==> src/uarx_defs.svh <==
`ifndef UARX_DEFS_SVH
`define UARX_DEFS_SVH

// Register indexes on the plain register port
`define UARX_ADDR_W          3
`define UARX_DATA_W          16
`define UARX_OFS_CONTROL     3'h0
`define UARX_OFS_CONFIG      3'h1
`define UARX_OFS_BAUD        3'h2
`define UARX_OFS_BUFFER      3'h3
`define UARX_OFS_ERRSTAT     3'h4
`define UARX_OFS_IRQSTAT     3'h5
`define UARX_OFS_IRQMASK     3'h6

// serial_control_reg fields
`define UARX_CTL_ENABLE      0
`define UARX_CTL_PINSEL      1

// frame_format_reg fields
`define UARX_CFG_LEN_LO      0
`define UARX_CFG_LEN_HI      1
`define UARX_CFG_PAR_EN      2
`define UARX_CFG_PAR_ODD     3
`define UARX_CFG_STOP2       4
`define UARX_CFG_MSB_FIRST   5
`define UARX_CFG_NEG_LOGIC   6
`define UARX_CFG_SHIFT       7

// rx_error_status_reg fields
`define UARX_ERR_FRAMING     0
`define UARX_ERR_OVERRUN     1
`define UARX_ERR_PARITY      2

// Interrupt status and mask fields
`define UARX_IRQ_RX          0
`define UARX_IRQ_ERR         1

// Reset values, widths and baud count limit
`define UARX_BAUD_W          13
`define UARX_BAUD_MAX        13'h1000
`define UARX_RST_BAUD        13'h0000
`define UARX_RST_CONTROL     2'h0
`define UARX_RST_CONFIG      8'h00

`endif

==> src/uarx_pkg.sv <==
package uarx_pkg;

   typedef enum logic [2:0] {
      UARX_IDLE   = 3'h0,
      UARX_START  = 3'h1,
      UARX_DATA   = 3'h3,
      UARX_PARITY = 3'h2,
      UARX_STOP1  = 3'h6,
      UARX_STOP2  = 3'h7
   } uarx_state_t;

   // Index of the last data bit for a character length code (5..8 bits)
   function automatic logic [2:0] uarx_last_bit(input logic [1:0] len);
      uarx_last_bit = 3'h4 + {1'b0, len};
   endfunction

endpackage

==> src/uarx_receiver.sv <==
`timescale 1ns/100ps
`default_nettype none

`include "uarx_defs.svh"

module uarx_receiver
   import uarx_pkg::*;
(
   // Clock and reset
   input  wire logic        clk_sys_i,
   input  wire logic        reset_i,
   // Serial inputs
   input  wire logic        rx_pin0_i,
   input  wire logic        rx_pin1_i,
   // Register port
   input  wire logic [2:0]  reg_addr_i,
   input  wire logic [15:0] reg_wdata_i,
   input  wire logic        reg_wr_i,
   input  wire logic        reg_rd_i,
   output logic      [15:0] reg_rdata_o,
   // Interrupt
   output logic             irq_o
);

   uarx_state_t state_r;
   uarx_state_t state_nxt;
   logic [1:0]  ctrl_r;
   logic [1:0]  ctrl_nxt;
   logic [7:0]  cfg_r;
   logic [7:0]  cfg_nxt;
   logic [12:0] baud_r;
   logic [12:0] baud_nxt;
   logic [7:0]  shift_r;
   logic [7:0]  shift_nxt;
   logic [7:0]  rx_buf_r;
   logic [7:0]  rx_buf_nxt;
   logic        buf_full_r;
   logic        buf_full_nxt;
   logic [2:0]  idx_r;
   logic [2:0]  idx_nxt;
   logic        par_bit_r;
   logic        par_bit_nxt;
   logic        start_bad_r;
   logic        start_bad_nxt;
   logic [2:0]  err_r;
   logic [2:0]  err_nxt;
   logic [1:0]  istat_r;
   logic [1:0]  istat_nxt;
   logic [1:0]  imask_r;
   logic [1:0]  imask_nxt;
   logic [15:0] rdata_r;
   logic [15:0] rdata_nxt;
   logic        irq_r;
   logic        irq_nxt;

   logic        enable;
   logic        line;
   logic        restart;
   logic        mid_tick;
   logic        end_tick;
   logic        load;
   logic        check;
   logic        wr_err;
   logic        rd_buf;
   logic [2:0]  last_bit;
   logic [2:0]  err_set;
   logic [1:0]  ev_set;

   // Bit clock generator runs on the system clock
   uarx_baud u_baud (
      .clk_sys_i (clk_sys_i),
      .reset_i   (reset_i),
      .run_i     (enable && state_r != UARX_IDLE),
      .restart_i (restart),
      .count_i   (baud_r),
      .shift_i   (cfg_r[`UARX_CFG_SHIFT]),
      .mid_o     (mid_tick),
      .end_o     (end_tick)
   );

   always_comb begin
      enable   = ctrl_r[`UARX_CTL_ENABLE];
      last_bit = uarx_last_bit(cfg_r[`UARX_CFG_LEN_HI:`UARX_CFG_LEN_LO]);
      line = (ctrl_r[`UARX_CTL_PINSEL] ? rx_pin1_i : rx_pin0_i)
             ^ cfg_r[`UARX_CFG_NEG_LOGIC];
      wr_err  = reg_wr_i && (reg_addr_i == `UARX_OFS_ERRSTAT);
      rd_buf  = reg_rd_i && (reg_addr_i == `UARX_OFS_BUFFER);
      restart = 1'b0;
      load    = 1'b0;
      check   = 1'b0;
      err_set = 3'h0;

      state_nxt     = state_r;
      shift_nxt     = shift_r;
      rx_buf_nxt    = rx_buf_r;
      idx_nxt       = idx_r;
      par_bit_nxt   = par_bit_r;
      start_bad_nxt = start_bad_r;

      case (state_r)
         UARX_IDLE: begin
            if (enable && !line) begin
               restart       = 1'b1;
               state_nxt     = UARX_START;
               shift_nxt     = 8'h00;
               idx_nxt       = 3'h0;
               start_bad_nxt = 1'b0;
            end
         end
         UARX_START: begin
            // Confirm start level at bit centre
            if (mid_tick) begin
               start_bad_nxt = line;
            end
            if (end_tick) begin
               state_nxt = UARX_DATA;
            end
         end
         UARX_DATA: begin
            if (mid_tick) begin
               if (cfg_r[`UARX_CFG_MSB_FIRST]) begin
                  shift_nxt = {shift_r[6:0], line};
               end else begin
                  shift_nxt[idx_r] = line;
               end
            end
            if (end_tick) begin
               if (idx_r != last_bit) begin
                  idx_nxt = idx_r + 3'h1;
               end else if (cfg_r[`UARX_CFG_PAR_EN]) begin
                  state_nxt = UARX_PARITY;
               end else begin
                  load      = 1'b1;
                  state_nxt = UARX_STOP1;
               end
            end
         end
         UARX_PARITY: begin
            if (mid_tick) begin
               par_bit_nxt = line;
            end
            if (end_tick) begin
               load      = 1'b1;
               state_nxt = UARX_STOP1;
            end
         end
         UARX_STOP1: begin
            // Checks at first bit centre (mid tick) after load
            if (mid_tick) begin
               check = 1'b1;
               err_set[`UARX_ERR_FRAMING] = !line || start_bad_r;
               err_set[`UARX_ERR_PARITY]  = cfg_r[`UARX_CFG_PAR_EN]
                  && ((^shift_r) ^ par_bit_r ^ cfg_r[`UARX_CFG_PAR_ODD]);
               // Next frame follows without software help
               state_nxt = cfg_r[`UARX_CFG_STOP2] ? UARX_STOP2 : UARX_IDLE;
            end
         end
         UARX_STOP2: begin
            if (mid_tick) begin
               err_set[`UARX_ERR_FRAMING] = !line;
               state_nxt = UARX_IDLE;
            end
         end
         default: begin
            state_nxt = UARX_IDLE;
         end
      endcase

      // Word to buffer, upper bits zero
      if (load) begin
         rx_buf_nxt = shift_r;
      end
      err_set[`UARX_ERR_OVERRUN] = load && buf_full_r;
      buf_full_nxt = load ? 1'b1 : (rd_buf ? 1'b0 : buf_full_r);

      if (!enable) begin
         state_nxt = UARX_IDLE;
      end

      ctrl_nxt  = ctrl_r;
      cfg_nxt   = cfg_r;
      baud_nxt  = baud_r;
      imask_nxt = imask_r;
      ev_set    = {|err_set, check};
      istat_nxt = istat_r;
      if (reg_wr_i) begin
         case (reg_addr_i)
            `UARX_OFS_CONTROL: ctrl_nxt = reg_wdata_i[1:0];
            `UARX_OFS_CONFIG:  cfg_nxt  = reg_wdata_i[7:0];
            `UARX_OFS_BAUD: begin
               // Count limited to the largest count
               if (reg_wdata_i[12:0] > `UARX_BAUD_MAX) begin
                  baud_nxt = `UARX_BAUD_MAX;
               end else begin
                  baud_nxt = reg_wdata_i[12:0];
               end
            end
            `UARX_OFS_IRQSTAT: istat_nxt = istat_r & ~reg_wdata_i[1:0];
            `UARX_OFS_IRQMASK: imask_nxt = reg_wdata_i[1:0];
            default: begin
            end
         endcase
      end
      istat_nxt = istat_nxt | ev_set;
      // Any write clears, new errors win
      err_nxt = (wr_err ? 3'h0 : err_r) | err_set;
      irq_nxt = |(istat_nxt & imask_nxt);

      rdata_nxt = 16'h0000;
      if (reg_rd_i) begin
         case (reg_addr_i)
            `UARX_OFS_CONTROL: rdata_nxt = {14'h0000, ctrl_r};
            `UARX_OFS_CONFIG:  rdata_nxt = {8'h00, cfg_r};
            `UARX_OFS_BAUD:    rdata_nxt = {3'h0, baud_r};
            `UARX_OFS_BUFFER:  rdata_nxt = {7'h00, buf_full_r, rx_buf_r};
            `UARX_OFS_ERRSTAT: rdata_nxt = {13'h0000, err_r};
            `UARX_OFS_IRQSTAT: rdata_nxt = {14'h0000, istat_r};
            `UARX_OFS_IRQMASK: rdata_nxt = {14'h0000, imask_r};
            default:           rdata_nxt = 16'h0000;
         endcase
      end
   end

   always_ff @(posedge clk_sys_i) begin
      if (reset_i) begin
         state_r     <= UARX_IDLE;
         ctrl_r      <= `UARX_RST_CONTROL;
         cfg_r       <= `UARX_RST_CONFIG;
         baud_r      <= `UARX_RST_BAUD;
         shift_r     <= 8'h00;
         rx_buf_r    <= 8'h00;
         buf_full_r  <= 1'b0;
         idx_r       <= 3'h0;
         par_bit_r   <= 1'b0;
         start_bad_r <= 1'b0;
         err_r       <= 3'h0;
         istat_r     <= 2'h0;
         imask_r     <= 2'h0;
         rdata_r     <= 16'h0000;
         irq_r       <= 1'b0;
      end else begin
         state_r     <= state_nxt;
         ctrl_r      <= ctrl_nxt;
         cfg_r       <= cfg_nxt;
         baud_r      <= baud_nxt;
         shift_r     <= shift_nxt;
         rx_buf_r    <= rx_buf_nxt;
         buf_full_r  <= buf_full_nxt;
         idx_r       <= idx_nxt;
         par_bit_r   <= par_bit_nxt;
         start_bad_r <= start_bad_nxt;
         err_r       <= err_nxt;
         istat_r     <= istat_nxt;
         imask_r     <= imask_nxt;
         rdata_r     <= rdata_nxt;
         irq_r       <= irq_nxt;
      end
   end

   assign reg_rdata_o = rdata_r;
   assign irq_o       = irq_r;

   a_idle_when_off: assert property (@(posedge clk_sys_i)
      disable iff (reset_i) !enable |=> state_r == UARX_IDLE)
      else $error("receiver active while disabled");

   a_start_detect: assert property (@(posedge clk_sys_i)
      disable iff (reset_i) state_r == UARX_IDLE && enable && !line
      && ctrl_nxt[0] |=> state_r == UARX_START)
      else $error("start bit not detected");

   a_buf_load: assert property (@(posedge clk_sys_i)
      disable iff (reset_i) load |=> buf_full_r && rx_buf_r == $past(shift_r))
      else $error("word not moved to buffer");

   a_overrun_set: assert property (@(posedge clk_sys_i)
      disable iff (reset_i) load && buf_full_r |=> err_r[`UARX_ERR_OVERRUN])
      else $error("overrun not flagged");

   a_err_clear: assert property (@(posedge clk_sys_i)
      disable iff (reset_i) wr_err && err_set == 3'h0 |=> err_r == 3'h0)
      else $error("error flags not cleared by write");

   a_rx_event: assert property (@(posedge clk_sys_i)
      disable iff (reset_i) check |=> istat_r[`UARX_IRQ_RX])
      else $error("reception event missing");

   a_unused_zero: assert property (@(posedge clk_sys_i)
      disable iff (reset_i) load && $stable(cfg_r)
      |=> (rx_buf_r >> ({1'b0, last_bit} + 4'h1)) == 8'h00)
      else $error("unused buffer bits not zero");

   a_irq_level: assert property (@(posedge clk_sys_i)
      disable iff (reset_i) ##1 irq_o == |(istat_r & imask_r))
      else $error("interrupt level wrong");

   a_read_window: assert property (@(posedge clk_sys_i) disable iff (reset_i)
      !reg_rd_i |=> reg_rdata_o == 16'h0000)
      else $error("read data outside read window");

endmodule

`default_nettype wire

==> src/uarx_baud.sv <==
`timescale 1ns/100ps
`default_nettype none

module uarx_baud
   import uarx_pkg::*;
(
   // Clock and reset
   input  wire logic        clk_sys_i,
   input  wire logic        reset_i,
   // Control
   input  wire logic        run_i,
   input  wire logic        restart_i,
   input  wire logic [12:0] count_i,
   input  wire logic        shift_i,
   // Transfer clock edges
   output logic             mid_o,
   output logic             end_o
);

   logic [12:0] cnt_r;
   logic [12:0] cnt_nxt;
   logic        mid_r;
   logic        mid_nxt;
   logic        end_r;
   logic        end_nxt;
   logic [12:0] half;

   always_comb begin
      half = {1'b0, count_i[12:1]} + {12'h000, shift_i};
      if (half > count_i) begin
         half = count_i;
      end
      cnt_nxt = cnt_r;
      mid_nxt = 1'b0;
      end_nxt = 1'b0;
      if (!run_i || restart_i) begin
         cnt_nxt = 13'h0000;
      end else begin
         mid_nxt = (cnt_r == half);
         if (cnt_r >= count_i) begin
            cnt_nxt = 13'h0000;
            end_nxt = 1'b1;
         end else begin
            cnt_nxt = cnt_r + 13'h0001;
         end
      end
   end

   always_ff @(posedge clk_sys_i) begin
      if (reset_i) begin
         cnt_r <= 13'h0000;
         mid_r <= 1'b0;
         end_r <= 1'b0;
      end else begin
         cnt_r <= cnt_nxt;
         mid_r <= mid_nxt;
         end_r <= end_nxt;
      end
   end

   assign mid_o = mid_r;
   assign end_o = end_r;

   a_count_bound: assert property (@(posedge clk_sys_i)
      disable iff (reset_i)
      run_i && !restart_i && $stable(count_i) |=> cnt_r <= count_i)
      else $error("baud counter passed its reload value");

endmodule

`default_nettype wire

==> config.mk <==
export PLATFORM = sky130hd
export DESIGN_NAME = uarx_receiver
export DESIGN_NICKNAME = d
export VERILOG_FILES = /design/src/uarx_pkg.sv /design/src/uarx_receiver.sv /design/src/uarx_baud.sv
export VERILOG_INCLUDE_DIRS = /design/src
export SDC_FILE = /design/constraint.sdc
export NUM_CORES = 1
export LEC_CHECK = 0
export BUFFER_PORTS_ARGS = -buffer_cell sky130_fd_sc_hd__buf_2
export CAP_MARGIN = 20
export CORE_MARGIN = 1
export CORE_UTILIZATION = 55
export DETAILED_ROUTE_END_ITERATION = 8
export GPL_TIMING_DRIVEN = 0
export PLACE_DENSITY_LB_ADDON = 0.05
export SYNTH_ARGS = -nofsm -noshare
export SYNTH_HDL_FRONTEND = slang
export SYNTH_SLANG_ARGS = --single-unit
==> constraint.sdc <==
create_clock -name clk_sys_i -period 3.31 [get_ports clk_sys_i]
set_input_delay 0.331 -clock clk_sys_i [delete_from_list [all_inputs] [get_ports clk_sys_i]]
set_output_delay 0.331 -clock clk_sys_i [all_outputs]
set_load 0.02 [all_outputs]
# After elaboration in Yosys (flattened, before gate mapping)
# Index checks and enable logic that the tools add are counted.
# Widths: inputs -> output; s select.
[word_totals] regBits=87 in_bits=25 output_inout_bits=17 wordCells=142
[classes] n_addsub=4 n_lt_le_gt_ge=5 eq_ne=23 muxes=50 bitwise_logic=10 n_reduce_logical=32
[op_table] cell="$pmux 13 s7" count=1
[op_table] cell="$mux 3" count=13
[op_table] cell="$mux 13" count=2
[op_table] cell="$mux 8" count=3
[op_table] cell="$mux 1" count=19
[op_table] cell="$pmux 3 s6" count=1
[op_table] cell="$pmux 8 s2" count=1
[op_table] cell="$eq 3x3->1 const B" count=5
[op_table] cell="$ne 2x1->1 const B" count=7
[op_table] cell="$add 12x1->13" count=1
[op_table] cell="$add 13x1->13 const B" count=1
[op_table] cell="$eq 13x13->1" count=1
[op_table] cell="$ge 13x13->1" count=1
[op_table] cell="$gt 13x13->1" count=1
[op_table] cell="$gt 13x13->1 const B" count=1
[op_table] cell="$eq 3x2->1 const B" count=4
[op_table] cell="$bwmux 8" count=1
[op_table] cell="$mux 2" count=4
[op_table] cell="$reduce_and 2->1" count=4
[op_table] cell="$reduce_or 2->1" count=4
[op_table] cell="$reduce_xor 8->1" count=1
[op_table] cell="$logic_and 1x1->1" count=7
[op_table] cell="$reduce_and 7->1" count=1
[op_table] cell="$eq 3x1->1 const B" count=2
[op_table] cell="23 further kinds" count=38

# Longest topological paths before layout
# Gate-level depths: netlist of the first run.
[logic_depth] depth_word=10 mapped_depth=16 depth_no_buf=15

# By module
# From an unflattened synthesis of the first run, not the netlist that was laid out.
[unflattened] hier_cells=648 hier_area_um2=5301.3
[by_module_without_submodules] module="uarx_receiver" instances=1 cells_per_inst=394 area_each_um2=3377.0 seq_area_each_um2=1381.3
[by_module_without_submodules] module="uarx_baud" instances=1 cells_per_inst=254 area_each_um2=1924.3 seq_area_each_um2=300.3

# Worst setup path before layout of the first run
# No wires, ideal clock.
[synth_path] kind="reg2reg" startpoint="register baud_r[3]" endpoint="register u_baud.mid_r, in the netlist u_baud.mid_o" setup_time_ns=0.116 arrival_ns=3.227 required_time_ns=3.194 setup_slack_ns=-0.033 path_stages_with_launch=17 n_path_buf=2 synth_period_minus_slack_ns=3.343 path_cell_list="dfxtp_1 > buf_4 > and2_1 > and4_1 > nand3_2 > nor2_1 > xnor2_1 > ha_1 > and4_1 > nand2_1 > or4b_4 > o21ai_4 > buf_12 > mux2i_1 > xnor2_1 > nor3_1 > and4_1"
[synth_between] elab_chain_cells=4
[synth_rtl] item="start: declaration" line="uarx_receiver.sv:31" text="logic [12:0] baud_r;"
[synth_rtl] item="start signal: assignment" line="uarx_receiver.sv:229" text="baud_r <= `UARX_RST_BAUD;"
[synth_rtl] item="start signal: assignment" line="uarx_receiver.sv:245" text="baud_r <= baud_nxt;"
[synth_rtl] item="$add 12x1->13" line="uarx_baud.sv:29" text="half = {1'b0, count_i[12:1]} + {12'h000, shift_i};"
[synth_rtl] item="$gt 13x13->1" line="uarx_baud.sv:30" text="if (half > count_i) begin"
[synth_rtl] item="$mux 13 *" line="uarx_baud.sv:30"
[synth_rtl] item="$eq 13x13->1 *" line="uarx_baud.sv:39" text="mid_nxt = (cnt_r == half);"
[synth_rtl] item="end signal: assignment" line="uarx_baud.sv:56" text="mid_r <= mid_nxt;"
[synth_rtl] item="end: declaration" line="uarx_baud.sv:22" text="logic mid_r;"
# Mark *: on every way between the ends. The rest lies on a longest branch, timed or not.
# A chain may end at the register's enable or synchronous reset.

# Worst setup path after layout of the first run
[layout_path] startpoint="register baud_r[5]" endpoint="register u_baud.mid_r, in the netlist u_baud.mid_o"
# The elaborated chain is that of the path after synthesis.

==> results of run 1 <==
[registers in the layout, summed over array words and instances (netlist names)]
| name | cells |
|---|---|
| reg_rdata_o | 13 |
| irq_o | 1 |
| istat_r | 2 |
| cfg_r | 8 |
| buf_full_r | 1 |
| imask_r | 2 |
| ctrl_r | 2 |
| state_r | 3 |
| start_bad_r | 1 |
| u_baud.end_o | 1 |
| shift_r | 8 |
| u_baud.cnt_r | 13 |
| err_r | 3 |
| par_bit_r | 1 |
| rx_buf_r | 8 |
| baud_r | 13 |
| idx_r | 3 |
| u_baud.mid_o | 1 |
[layer usage]
metal | global-route usage, % | share of wire (%) | vias up | routed length [um]
li1 | - | - | 2317 | -
met1 | 40.2 | 48 | 2230 | 6460
met2 | 46.2 | 45 | 147 | 6020
met3 | 6.81 | 6.0 | 19 | 808
met4 | 7.35 | 1.3 | 0 | 178
met5 | 0 | 0 | - | 0
[layout by cell type, fill, tap and decap left out, types with 6 or more instances in the layout]
| cell | instances |
|---|---|
| sky130_fd_sc_hd__ha_1 | 24 |
| sky130_fd_sc_hd__buf_4 | 10 |
| sky130_fd_sc_hd__nand2b_1 | 11 |
| sky130_fd_sc_hd__nand3_1 | 25 |
| sky130_fd_sc_hd__a22oi_1 | 21 |
| sky130_fd_sc_hd__nand2_1 | 40 |
| sky130_fd_sc_hd__mux2i_1 | 34 |
| sky130_fd_sc_hd__a21oi_1 | 36 |
| sky130_fd_sc_hd__a211oi_1 | 8 |
| sky130_fd_sc_hd__inv_1 | 16 |
| sky130_fd_sc_hd__clkbuf_1 | 34 |
| sky130_fd_sc_hd__nor2_1 | 93 |
| sky130_fd_sc_hd__nand4_1 | 10 |
| sky130_fd_sc_hd__o21ai_0 | 17 |
| sky130_fd_sc_hd__dfxtp_1 | 77 |
| sky130_fd_sc_hd__xnor2_1 | 33 |
| sky130_fd_sc_hd__nor4_1 | 11 |
| sky130_fd_sc_hd__clkbuf_8 | 11 |
| sky130_fd_sc_hd__mux2_2 | 6 |
| sky130_fd_sc_hd__nor3_1 | 20 |
| sky130_fd_sc_hd__xor2_1 | 12 |
| sky130_fd_sc_hd__nor3b_1 | 6 |
| sky130_fd_sc_hd__buf_2 | 34 |
[worst min-delay path by stage]
stage / slack (ns) / cells after the start / to
2_1_floorplan: 0.44 / 2 / err_r[1]
3_3_place_gp: 0.45 / 2 / err_r[1]
3_5_place_dp: 0.46 / 2 / err_r[1]
4_1_cts: 0.22 / 3 / baud_r[9]
5_1_grt: 0.23 / 3 / baud_r[10]
6_report: 0.23 / 3 / baud_r[9]
[final cells by class]
class / instances / area (um2)
multi-input cells: 484 / 3290
fillers: 786 / 2990
flip-flops and latches: 84 / 1700
repair buffers: 42 / 272
plain buffers: 43 / 216
clock buffers: 12 / 145
well taps: 108 / 135
inverters: 19 / 75.1
clock inverters: 4 / 72.6
[metrics by stage]
step                hold WS [ns]  util [%]  cells  instance area, um2  TNS [ns]
floorplan                  0.436         -    635                5140         0
global placement           0.450      61.2    775                5440    -0.366
detailed placement         0.457      61.2    775                5440    -0.412
CTS                        0.215      65.5    794                5820   -0.0370
global route               0.225      66.4    796                5910    -0.219
finish                     0.230      66.4    796                5910   -0.0962
[power breakdown]
| group | switching [mW] | total, mW | leakage, nW | internal, mW |
|---|---|---|---|---|
| registers | 0.00774 | 1.02 | 0.681 | 1.01 |
| logic | 0.132 | 0.247 | 1.48 | 0.115 |
| clock network | 0.364 | 0.809 | 0.107 | 0.445 |
| total | 0.504 | 2.08 | 2.27 | 1.57 |
[worst min-delay path, stage by stage]
cell and delay (ns):
sky130_fd_sc_hd__buf_2 0.09, sky130_fd_sc_hd__a22oi_1 0.06, sky130_fd_sc_hd__nor2_1 0.07
[timing repair]
| action | 4_1_cts | 5_1_grt |
|---|---|---|
| hold endpoints to repair | 0 | 0 |
| pin swaps | 13 | 9 |
| cloned | 1 | 0 |
| setup endpoints to repair | 1 | 1 |
| resized for setup | 32 | 12 |
| buffers inserted | 7 | 2 |
[cells by family after synthesis]
kind of cell | after synthesis | share of synthesized area, %
other | 1 | 0.0730
xor gates and xnor gates | 50 | 8.67
muxes | 46 | 9.11
buffers and inverters | 67 | 5.65
AOI/OAI and AO/OA | 110 | 14.1
DFF | 84 | 32.7
and+or+nand+nor | 249 | 23.3
adders and majority gates | 26 | 6.34
==> impl_metrics.xml, run 1 <==
<?xml version="1.0" encoding="UTF-8"?>
<metrics>
  <group name="die">
    <metric name="initial_utilization" unit="%">57.8</metric>
    <metric name="num_rows" unit="">34</metric>
    <metric name="pin_count" unit="">42</metric>
    <metric name="floorplan.die.height" unit="um">98.6</metric>
    <metric name="die_width" unit="um">98.6</metric>
    <metric name="die-area" unit="mm2">0.00973</metric>
    <metric name="core" unit="mm2">0.00889</metric>
  </group>
  <group name="critical_path">
    <metric name="critical_path_arrival" unit="ns">3.65</metric>
    <metric name="setup.reg_to_reg.worst_slack" unit="ns">-0.1</metric>
    <metric name="crit_start" unit="">baud_r[5]</metric>
    <metric name="setup.worst_path.end" unit="">u_baud.mid_o</metric>
    <metric name="worstSetupPathDepth" unit="">15</metric>
    <metric name="slowest_delay" unit="ns">0.50</metric>
    <metric name="worstSetupStartpointType" unit="">flop</metric>
    <metric name="worst_reg_to_reg_path_cell_count" unit="">15</metric>
    <metric name="crit_path_cell_trace" unit="">clkbuf_8 -&gt; and4_4 -&gt; nand4_1 -&gt; xnor2_2 -&gt; ha_1 -&gt; and4_4 -&gt; nand2_2 -&gt; or4b_4 -&gt; o21ai_4 -&gt; buf_12 -&gt; buf_12 -&gt; mux2i_4 -&gt; xnor2_1 -&gt; nor2_1 -&gt; and4_1</metric>
    <metric name="worst-endpoint-required" unit="ns">3.55</metric>
    <metric name="timing.rr.end" unit="">u_baud.mid_o</metric>
    <metric name="critical_path_buf_inv_count" unit="">3</metric>
    <metric name="crit_path_max_fanout" unit="">10</metric>
    <metric name="critical_path.top_delay_family" unit="">simple AND/OR/NAND/NOR gates</metric>
    <metric name="critical_path.reg2reg.startpoint" unit="">baud_r[5]</metric>
    <metric name="worstSetupEndpointType" unit="">flop</metric>
    <metric name="path_class" unit="">reg -&gt; reg</metric>
    <metric name="timing.critical_path.slowest_stage_cell" unit="">sky130_fd_sc_hd__or4b_4</metric>
  </group>
  <group name="cts">
    <metric name="clk_transition_reported_paths" unit="ns">0.08</metric>
    <metric name="tritoncts_clock_tree" unit="">done</metric>
    <metric name="root_driver" unit="">sky130_fd_sc_hd__clkbuf_8</metric>
    <metric name="clk_path_buf_depth" unit="">2</metric>
    <metric name="cts_made_buffers" unit="">9</metric>
    <metric name="clock_sink_count" unit="">84</metric>
    <metric name="clkLatencyLatePin" unit="ns">0.36</metric>
    <metric name="htreeDepth" unit="">3</metric>
    <metric name="hold_buffers" unit="">0</metric>
  </group>
  <group name="timing">
    <metric name="max_slew.worst_pin.slew" unit="ns">0.805</metric>
    <metric name="rsz0062_at_grt" unit="">true</metric>
    <metric name="final_setup_violating_endpoints" unit="">1</metric>
    <metric name="final_report_hold_violation_count" unit="">0</metric>
    <metric name="layout_min_cycle_time" unit="ns">3.41</metric>
    <metric name="timing.final.crit_share" unit="%">103</metric>
    <metric name="timing.slew.headroom" unit="%">45.9</metric>
    <metric name="finalWorstSetupSlack" unit="ns">-0.0962</metric>
    <metric name="slew_violations" unit="">0</metric>
    <metric name="maxClockFrequency" unit="MHz">294</metric>
    <metric name="clock-skew-final" unit="ns">0.0113</metric>
  </group>
  <group name="global_route">
    <metric name="pin_count_of_the_biggest_net_entering_global_routing" unit="">14</metric>
    <metric name="overflow" unit="">0</metric>
    <metric name="first_global_vias" unit="">4364</metric>
    <metric name="global_route.usage.total" unit="%">29.2</metric>
    <metric name="antenna_violations_before_repair" unit="">0</metric>
    <metric name="grt_first_pass_wirelength" unit="mm">22.2</metric>
  </group>
  <group name="power_and_ir_drop">
    <metric name="worst_ir_drop_vdd" unit="uV">233</metric>
    <metric name="power_leakage" unit="nW">2.27</metric>
    <metric name="finalPower" unit="mW">2.08</metric>
    <metric name="pwr_density_cell" unit="mW/mm2">352</metric>
  </group>
  <group name="placement">
    <metric name="dp_slack" unit="ns">-0.412</metric>
    <metric name="detailedPlacementHpwl" unit="mm">10.3</metric>
    <metric name="port-buffer-count" unit="">32</metric>
    <metric name="place_congestion" unit="">0.915</metric>
  </group>
  <group name="yosys">
    <metric name="synth.most_common_cell" unit="">sky130_fd_sc_hd__nor2_1</metric>
    <metric name="synth.yosys.seq_area_share" unit="%">32.7</metric>
    <metric name="yosys_warnings" unit="">0</metric>
    <metric name="biggest_area_contributors_in_the_synthesized_netlist" unit="">sky130_fd_sc_hd__dfxtp_1 (33%), sky130_fd_sc_hd__mux2i_1 (7.8%), sky130_fd_sc_hd__nor2_1 (6.9%)</metric>
    <metric name="biggest_area_consumer_among_synthesized_cells" unit="">sky130_fd_sc_hd__dfxtp_1</metric>
    <metric name="synth.cell_area" unit="mm2">0.00513</metric>
    <metric name="synthDominantCellAreaShare" unit="%">32.7</metric>
    <metric name="post_synth_edffs" unit="">0</metric>
    <metric name="ys.flop_type" unit="">sky130_fd_sc_hd__dfxtp_1</metric>
    <metric name="netlist-cell-type-count" unit="">55</metric>
    <metric name="ys_ff_latch" unit="">84</metric>
    <metric name="post_synth.cell_area_avg" unit="um2">8.11</metric>
    <metric name="async_flop_share" unit="%">0</metric>
    <metric name="synth.cells.most_frequent" unit="">sky130_fd_sc_hd__nor2_1 (94), sky130_fd_sc_hd__dfxtp_1 (84), sky130_fd_sc_hd__nand2_1 (41), sky130_fd_sc_hd__mux2i_1 (40)</metric>
    <metric name="post_synth_inst_count" unit="">633</metric>
  </group>
  <group name="route">
    <metric name="route.vias.total" unit="">4713</metric>
    <metric name="post_drt_via_cell_ratio" unit="">5.92</metric>
    <metric name="drt_pass1_iterations" unit="">5</metric>
    <metric name="drcViolationCount" unit="">0</metric>
    <metric name="dr.first_iter.drc_count" unit="">256</metric>
    <metric name="totalWireLength" unit="mm">13.5</metric>
    <metric name="routedWlPerCell" unit="um">16.9</metric>
    <metric name="antenna_violating_nets_post_route" unit="">0</metric>
  </group>
  <group name="cells_and_area">
    <metric name="area_growth" unit="%">15.0</metric>
    <metric name="final_layout_size_suffix_gt1_share" unit="%">15.8</metric>
    <metric name="antenna_cells" unit="">0</metric>
    <metric name="number_of_nets_in_the_layout" unit="">734</metric>
  </group>
  <group name="worst_hold_path">
    <metric name="min_from" unit="">reg_wdata_i[9]</metric>
    <metric name="hold_path.class" unit="">in -&gt; reg</metric>
  </group>
  <group name="flow_run">
    <metric name="max_cap_viol_count" unit="">0</metric>
  </group>
  <group name="status">
    <metric name="violations" unit="">setup timing</metric>
    <metric name="run_status" unit="">complete, but fails checks</metric>
  </group>
</metrics>
Note: power is estimated with default switching activity, not from simulation.
==> inputs of run 2 (changes only) <==
Settings changed: GPL_ROUTABILITY_DRIVEN set to 1, PLACE_DENSITY set to 0.77, PLACE_DENSITY_LB_ADDON 0.05 to not set.
==> run 2 against run 1 <==
The run still ends with setup timing left; sequential share of layout area down 0.16 points; setup slack lost 0.11 ns; register-to-register slack got worse by 0.11 ns; final cell count increased by 1.3%; utilization is 0.28 points higher; total power down 4.0%; die area is the same; final area up 0.42%; highest routed layer unchanged.
==> impl_metrics.xml, run 2 (synthesized netlist as in run 1, its figures left out) <==
<?xml version="1.0" encoding="UTF-8"?>
<metrics>
  <group name="cells_and_area">
    <metric name="final_layout_size_suffix_gt1_share" unit="%">16.6</metric>
    <metric name="layout.cells.most_common_list" unit="">sky130_fd_sc_hd__nor2_1 (93), sky130_fd_sc_hd__dfxtp_1 (77), sky130_fd_sc_hd__nand2_1 (40)</metric>
    <metric name="fin_area" unit="mm2">0.00593</metric>
    <metric name="final_cell_count_no_fill" unit="">806</metric>
    <metric name="area_growth" unit="%">15.5</metric>
    <metric name="finish.utilization" unit="%">66.7</metric>
    <metric name="number_of_nets_in_the_layout" unit="">744</metric>
    <metric name="antenna_cells" unit="">0</metric>
    <metric name="final_common_cell" unit="">sky130_fd_sc_hd__nor2_1</metric>
  </group>
  <group name="status">
    <metric name="violations" unit="">setup timing</metric>
    <metric name="run_status" unit="">complete, but fails checks</metric>
  </group>
  <group name="worst_hold_path">
    <metric name="min_delay_worst_endpoint" unit="">baud_r[10]</metric>
    <metric name="hold_path.class" unit="">in -&gt; reg</metric>
    <metric name="holdPathStages" unit="">3</metric>
    <metric name="min_from" unit="">reg_wdata_i[10]</metric>
  </group>
  <group name="critical_path">
    <metric name="critical_path_arrival" unit="ns">3.81</metric>
    <metric name="timing.rr.end" unit="">u_baud.mid_o</metric>
    <metric name="crit_path_cell_trace" unit="">buf_6 -&gt; and2_4 -&gt; and4_4 -&gt; nand4_1 -&gt; xnor2_2 -&gt; ha_1 -&gt; buf_6 -&gt; a21oi_2 -&gt; nand2_1 -&gt; a221o_1 -&gt; o21ai_4 -&gt; buf_12 -&gt; mux2i_4 -&gt; xnor2_1 -&gt; nor3_1 -&gt; and4_1</metric>
    <metric name="worstSetupStartpointType" unit="">flop</metric>
    <metric name="setup.reg_to_reg.worst_slack" unit="ns">-0.21</metric>
    <metric name="critical_path_buf_inv_count" unit="">3</metric>
    <metric name="worst_reg_to_reg_path_cell_count" unit="">16</metric>
    <metric name="timing.critical_path.slowest_stage_cell" unit="">sky130_fd_sc_hd__a221o_1</metric>
    <metric name="worstSetupEndpointType" unit="">flop</metric>
    <metric name="path_class" unit="">reg -&gt; reg</metric>
    <metric name="crit_path_max_fanout" unit="">4</metric>
    <metric name="critical_path.reg2reg.startpoint" unit="">baud_r[3]</metric>
    <metric name="slowest_delay" unit="ns">0.38</metric>
    <metric name="critical_path.top_delay_family" unit="">simple AND/OR/NAND/NOR gates</metric>
    <metric name="worst-endpoint-required" unit="ns">3.60</metric>
    <metric name="cp_most_frequent_cell" unit="">sky130_fd_sc_hd__buf_6</metric>
  </group>
  <group name="die">
    <metric name="num_rows" unit="">34</metric>
    <metric name="initial_utilization" unit="%">57.8</metric>
    <metric name="floorplan.die.height" unit="um">98.6</metric>
    <metric name="die_width" unit="um">98.6</metric>
    <metric name="pin_count" unit="">42</metric>
    <metric name="core" unit="mm2">0.00889</metric>
    <metric name="die-area" unit="mm2">0.00973</metric>
  </group>
  <group name="power_and_ir_drop">
    <metric name="power_frac_clock" unit="%">37.2</metric>
    <metric name="p_int" unit="mW">1.48</metric>
    <metric name="p_seq_share" unit="%">51.2</metric>
    <metric name="switching_share" unit="%">25.8</metric>
    <metric name="net-switching-power" unit="uW">515</metric>
    <metric name="worst_ir_drop_vdd" unit="uV">338</metric>
    <metric name="power_frac_comb" unit="%">11.6</metric>
    <metric name="power_leakage" unit="nW">2.30</metric>
    <metric name="pwr_density_cell" unit="mW/mm2">336</metric>
  </group>
  <group name="timing">
    <metric name="layout_min_cycle_time" unit="ns">3.52</metric>
    <metric name="final_setup_violating_endpoints" unit="">1</metric>
    <metric name="timing.slew.headroom" unit="%">49.2</metric>
    <metric name="slew_violations" unit="">0</metric>
    <metric name="max_slew.worst_pin.slew" unit="ns">0.757</metric>
    <metric name="maxClockFrequency" unit="MHz">284</metric>
    <metric name="fin_tns_setup" unit="ns">-0.208</metric>
    <metric name="rsz0062_at_grt" unit="">true</metric>
    <metric name="clock-skew-final" unit="ns">0.0147</metric>
    <metric name="timing.final.crit_share" unit="%">106</metric>
    <metric name="finalWorstSetupSlack" unit="ns">-0.208</metric>
    <metric name="final_report_hold_violation_count" unit="">0</metric>
  </group>
  <group name="cts">
    <metric name="cts_made_buffers" unit="">9</metric>
    <metric name="clk_path_buf_depth" unit="">2</metric>
    <metric name="tritoncts_clock_tree" unit="">done</metric>
    <metric name="clk_transition_reported_paths" unit="ns">0.08</metric>
    <metric name="root_driver" unit="">sky130_fd_sc_hd__clkbuf_8</metric>
    <metric name="htreeDepth" unit="">3</metric>
    <metric name="clkLatencyLatePin" unit="ns">0.37</metric>
    <metric name="clock_sink_count" unit="">84</metric>
  </group>
  <group name="flow_run">
    <metric name="max_cap_viol_count" unit="">0</metric>
  </group>
  <group name="placement">
    <metric name="detailedPlacementHpwl" unit="mm">10.1</metric>
    <metric name="port-buffer-count" unit="">32</metric>
    <metric name="placed_cells_incl_taps" unit="">775</metric>
    <metric name="post_dp_cell_area" unit="mm2">0.00544</metric>
    <metric name="place_congestion" unit="">0.940</metric>
    <metric name="dp_slack" unit="ns">-0.450</metric>
  </group>
  <group name="global_route">
    <metric name="antenna_violations_before_repair" unit="">0</metric>
    <metric name="grt_first_pass_wirelength" unit="mm">22.3</metric>
    <metric name="global_route.usage.total" unit="%">28.8</metric>
    <metric name="pin_count_of_the_biggest_net_entering_global_routing" unit="">15</metric>
    <metric name="overflow" unit="">0</metric>
    <metric name="first_global_vias" unit="">4622</metric>
  </group>
  <group name="route">
    <metric name="drt_pass1_iterations" unit="">5</metric>
    <metric name="drcViolationCount" unit="">0</metric>
    <metric name="route.vias.total" unit="">4826</metric>
    <metric name="dr.first_iter.drc_count" unit="">334</metric>
    <metric name="totalWireLength" unit="mm">13.7</metric>
    <metric name="antenna_violating_nets_post_route" unit="">0</metric>
    <metric name="routedWlPerCell" unit="um">16.9</metric>
    <metric name="post_drt_via_cell_ratio" unit="">5.99</metric>
  </group>
</metrics>
-- run 2: how the worst max path moves through the flow --
stage / startpoint / endpoint / slack [ns] / cells past startpoint
finish: baud_r[3] / u_baud.mid_o / -0.21 / 16
global route: baud_r[3] / u_baud.mid_o / -0.30 / 16
CTS: baud_r[3] / u_baud.mid_o / -0.07 / 15
detailed placement: baud_r[4] / u_baud.mid_o / -0.45 / 16
global placement: baud_r[4] / u_baud.mid_o / -0.38 / 16
floorplan: baud_r[4] / u_baud.mid_o / 0.02 / 16
-- run 2: what timing repair did --
| action | 4_1_cts | 5_1_grt |
|---|---|---|
| hold buffers | 0 | 0 |
| hold endpoints to repair | 0 | 0 |
| gates resized for setup | 27 | 14 |
| pin swaps | 15 | 10 |
| setup buffers | 15 | 4 |
| setup endpoints to repair | 1 | 1 |
-- run 2: worst reg2reg max path, delay by kind of cell (launching register included) --
family	cells	cell delay, ns
and+or+nand+nor	6	1.05
AOI/OAI and AO/OA	3	0.76
buffers and inverters	3	0.39
DFF	1	0.37
xor gates and xnor gates	2	0.37
adders and majority gates	1	0.30
muxes	1	0.22
-- run 2: per-stage QoR --
step                      hold slack (ns)  total power [mW]
after global routing                0.245              2.06
final                               0.229              1.99
after floorplan                     0.436              1.18
after CTS                           0.224              1.98
after global placement              0.470              1.23
after detailed placement            0.473              1.23
-- run 2: area by class of cell --
| type | count | area, um2 |
|---|---|---|
| buffer | 44 | 241 |
| clock buffer | 13 | 179 |
| clock inverter | 3 | 26.3 |
| fill | 726 | 2960 |
| inverter | 19 | 71.3 |
| multi-input combinational | 484 | 3260 |
| sequential | 84 | 1700 |
| tap | 108 | 135 |
| timing repair buffer | 51 | 322 |
-- run 2: routing by layer --
layer	share of wire (%)	wire length [um]	vias to the layer above	track usage, %
li1	-	-	2340	-
met1	45	6090	2281	36.4
met2	47	6440	169	48.9
met3	5.3	729	36	5.11
met4	2.9	397	0	11.6
met5	0	0	-	0
-- run 2: power groups by stage --
stage	sequential, mW	clock [mW]	combinational (mW)
detailed placement	1.04	0	0.186
global route	1.02	0.792	0.247
CTS	1.02	0.749	0.210
finish	1.02	0.742	0.232
global placement	1.04	0	0.183
floorplan	1.04	0	0.136
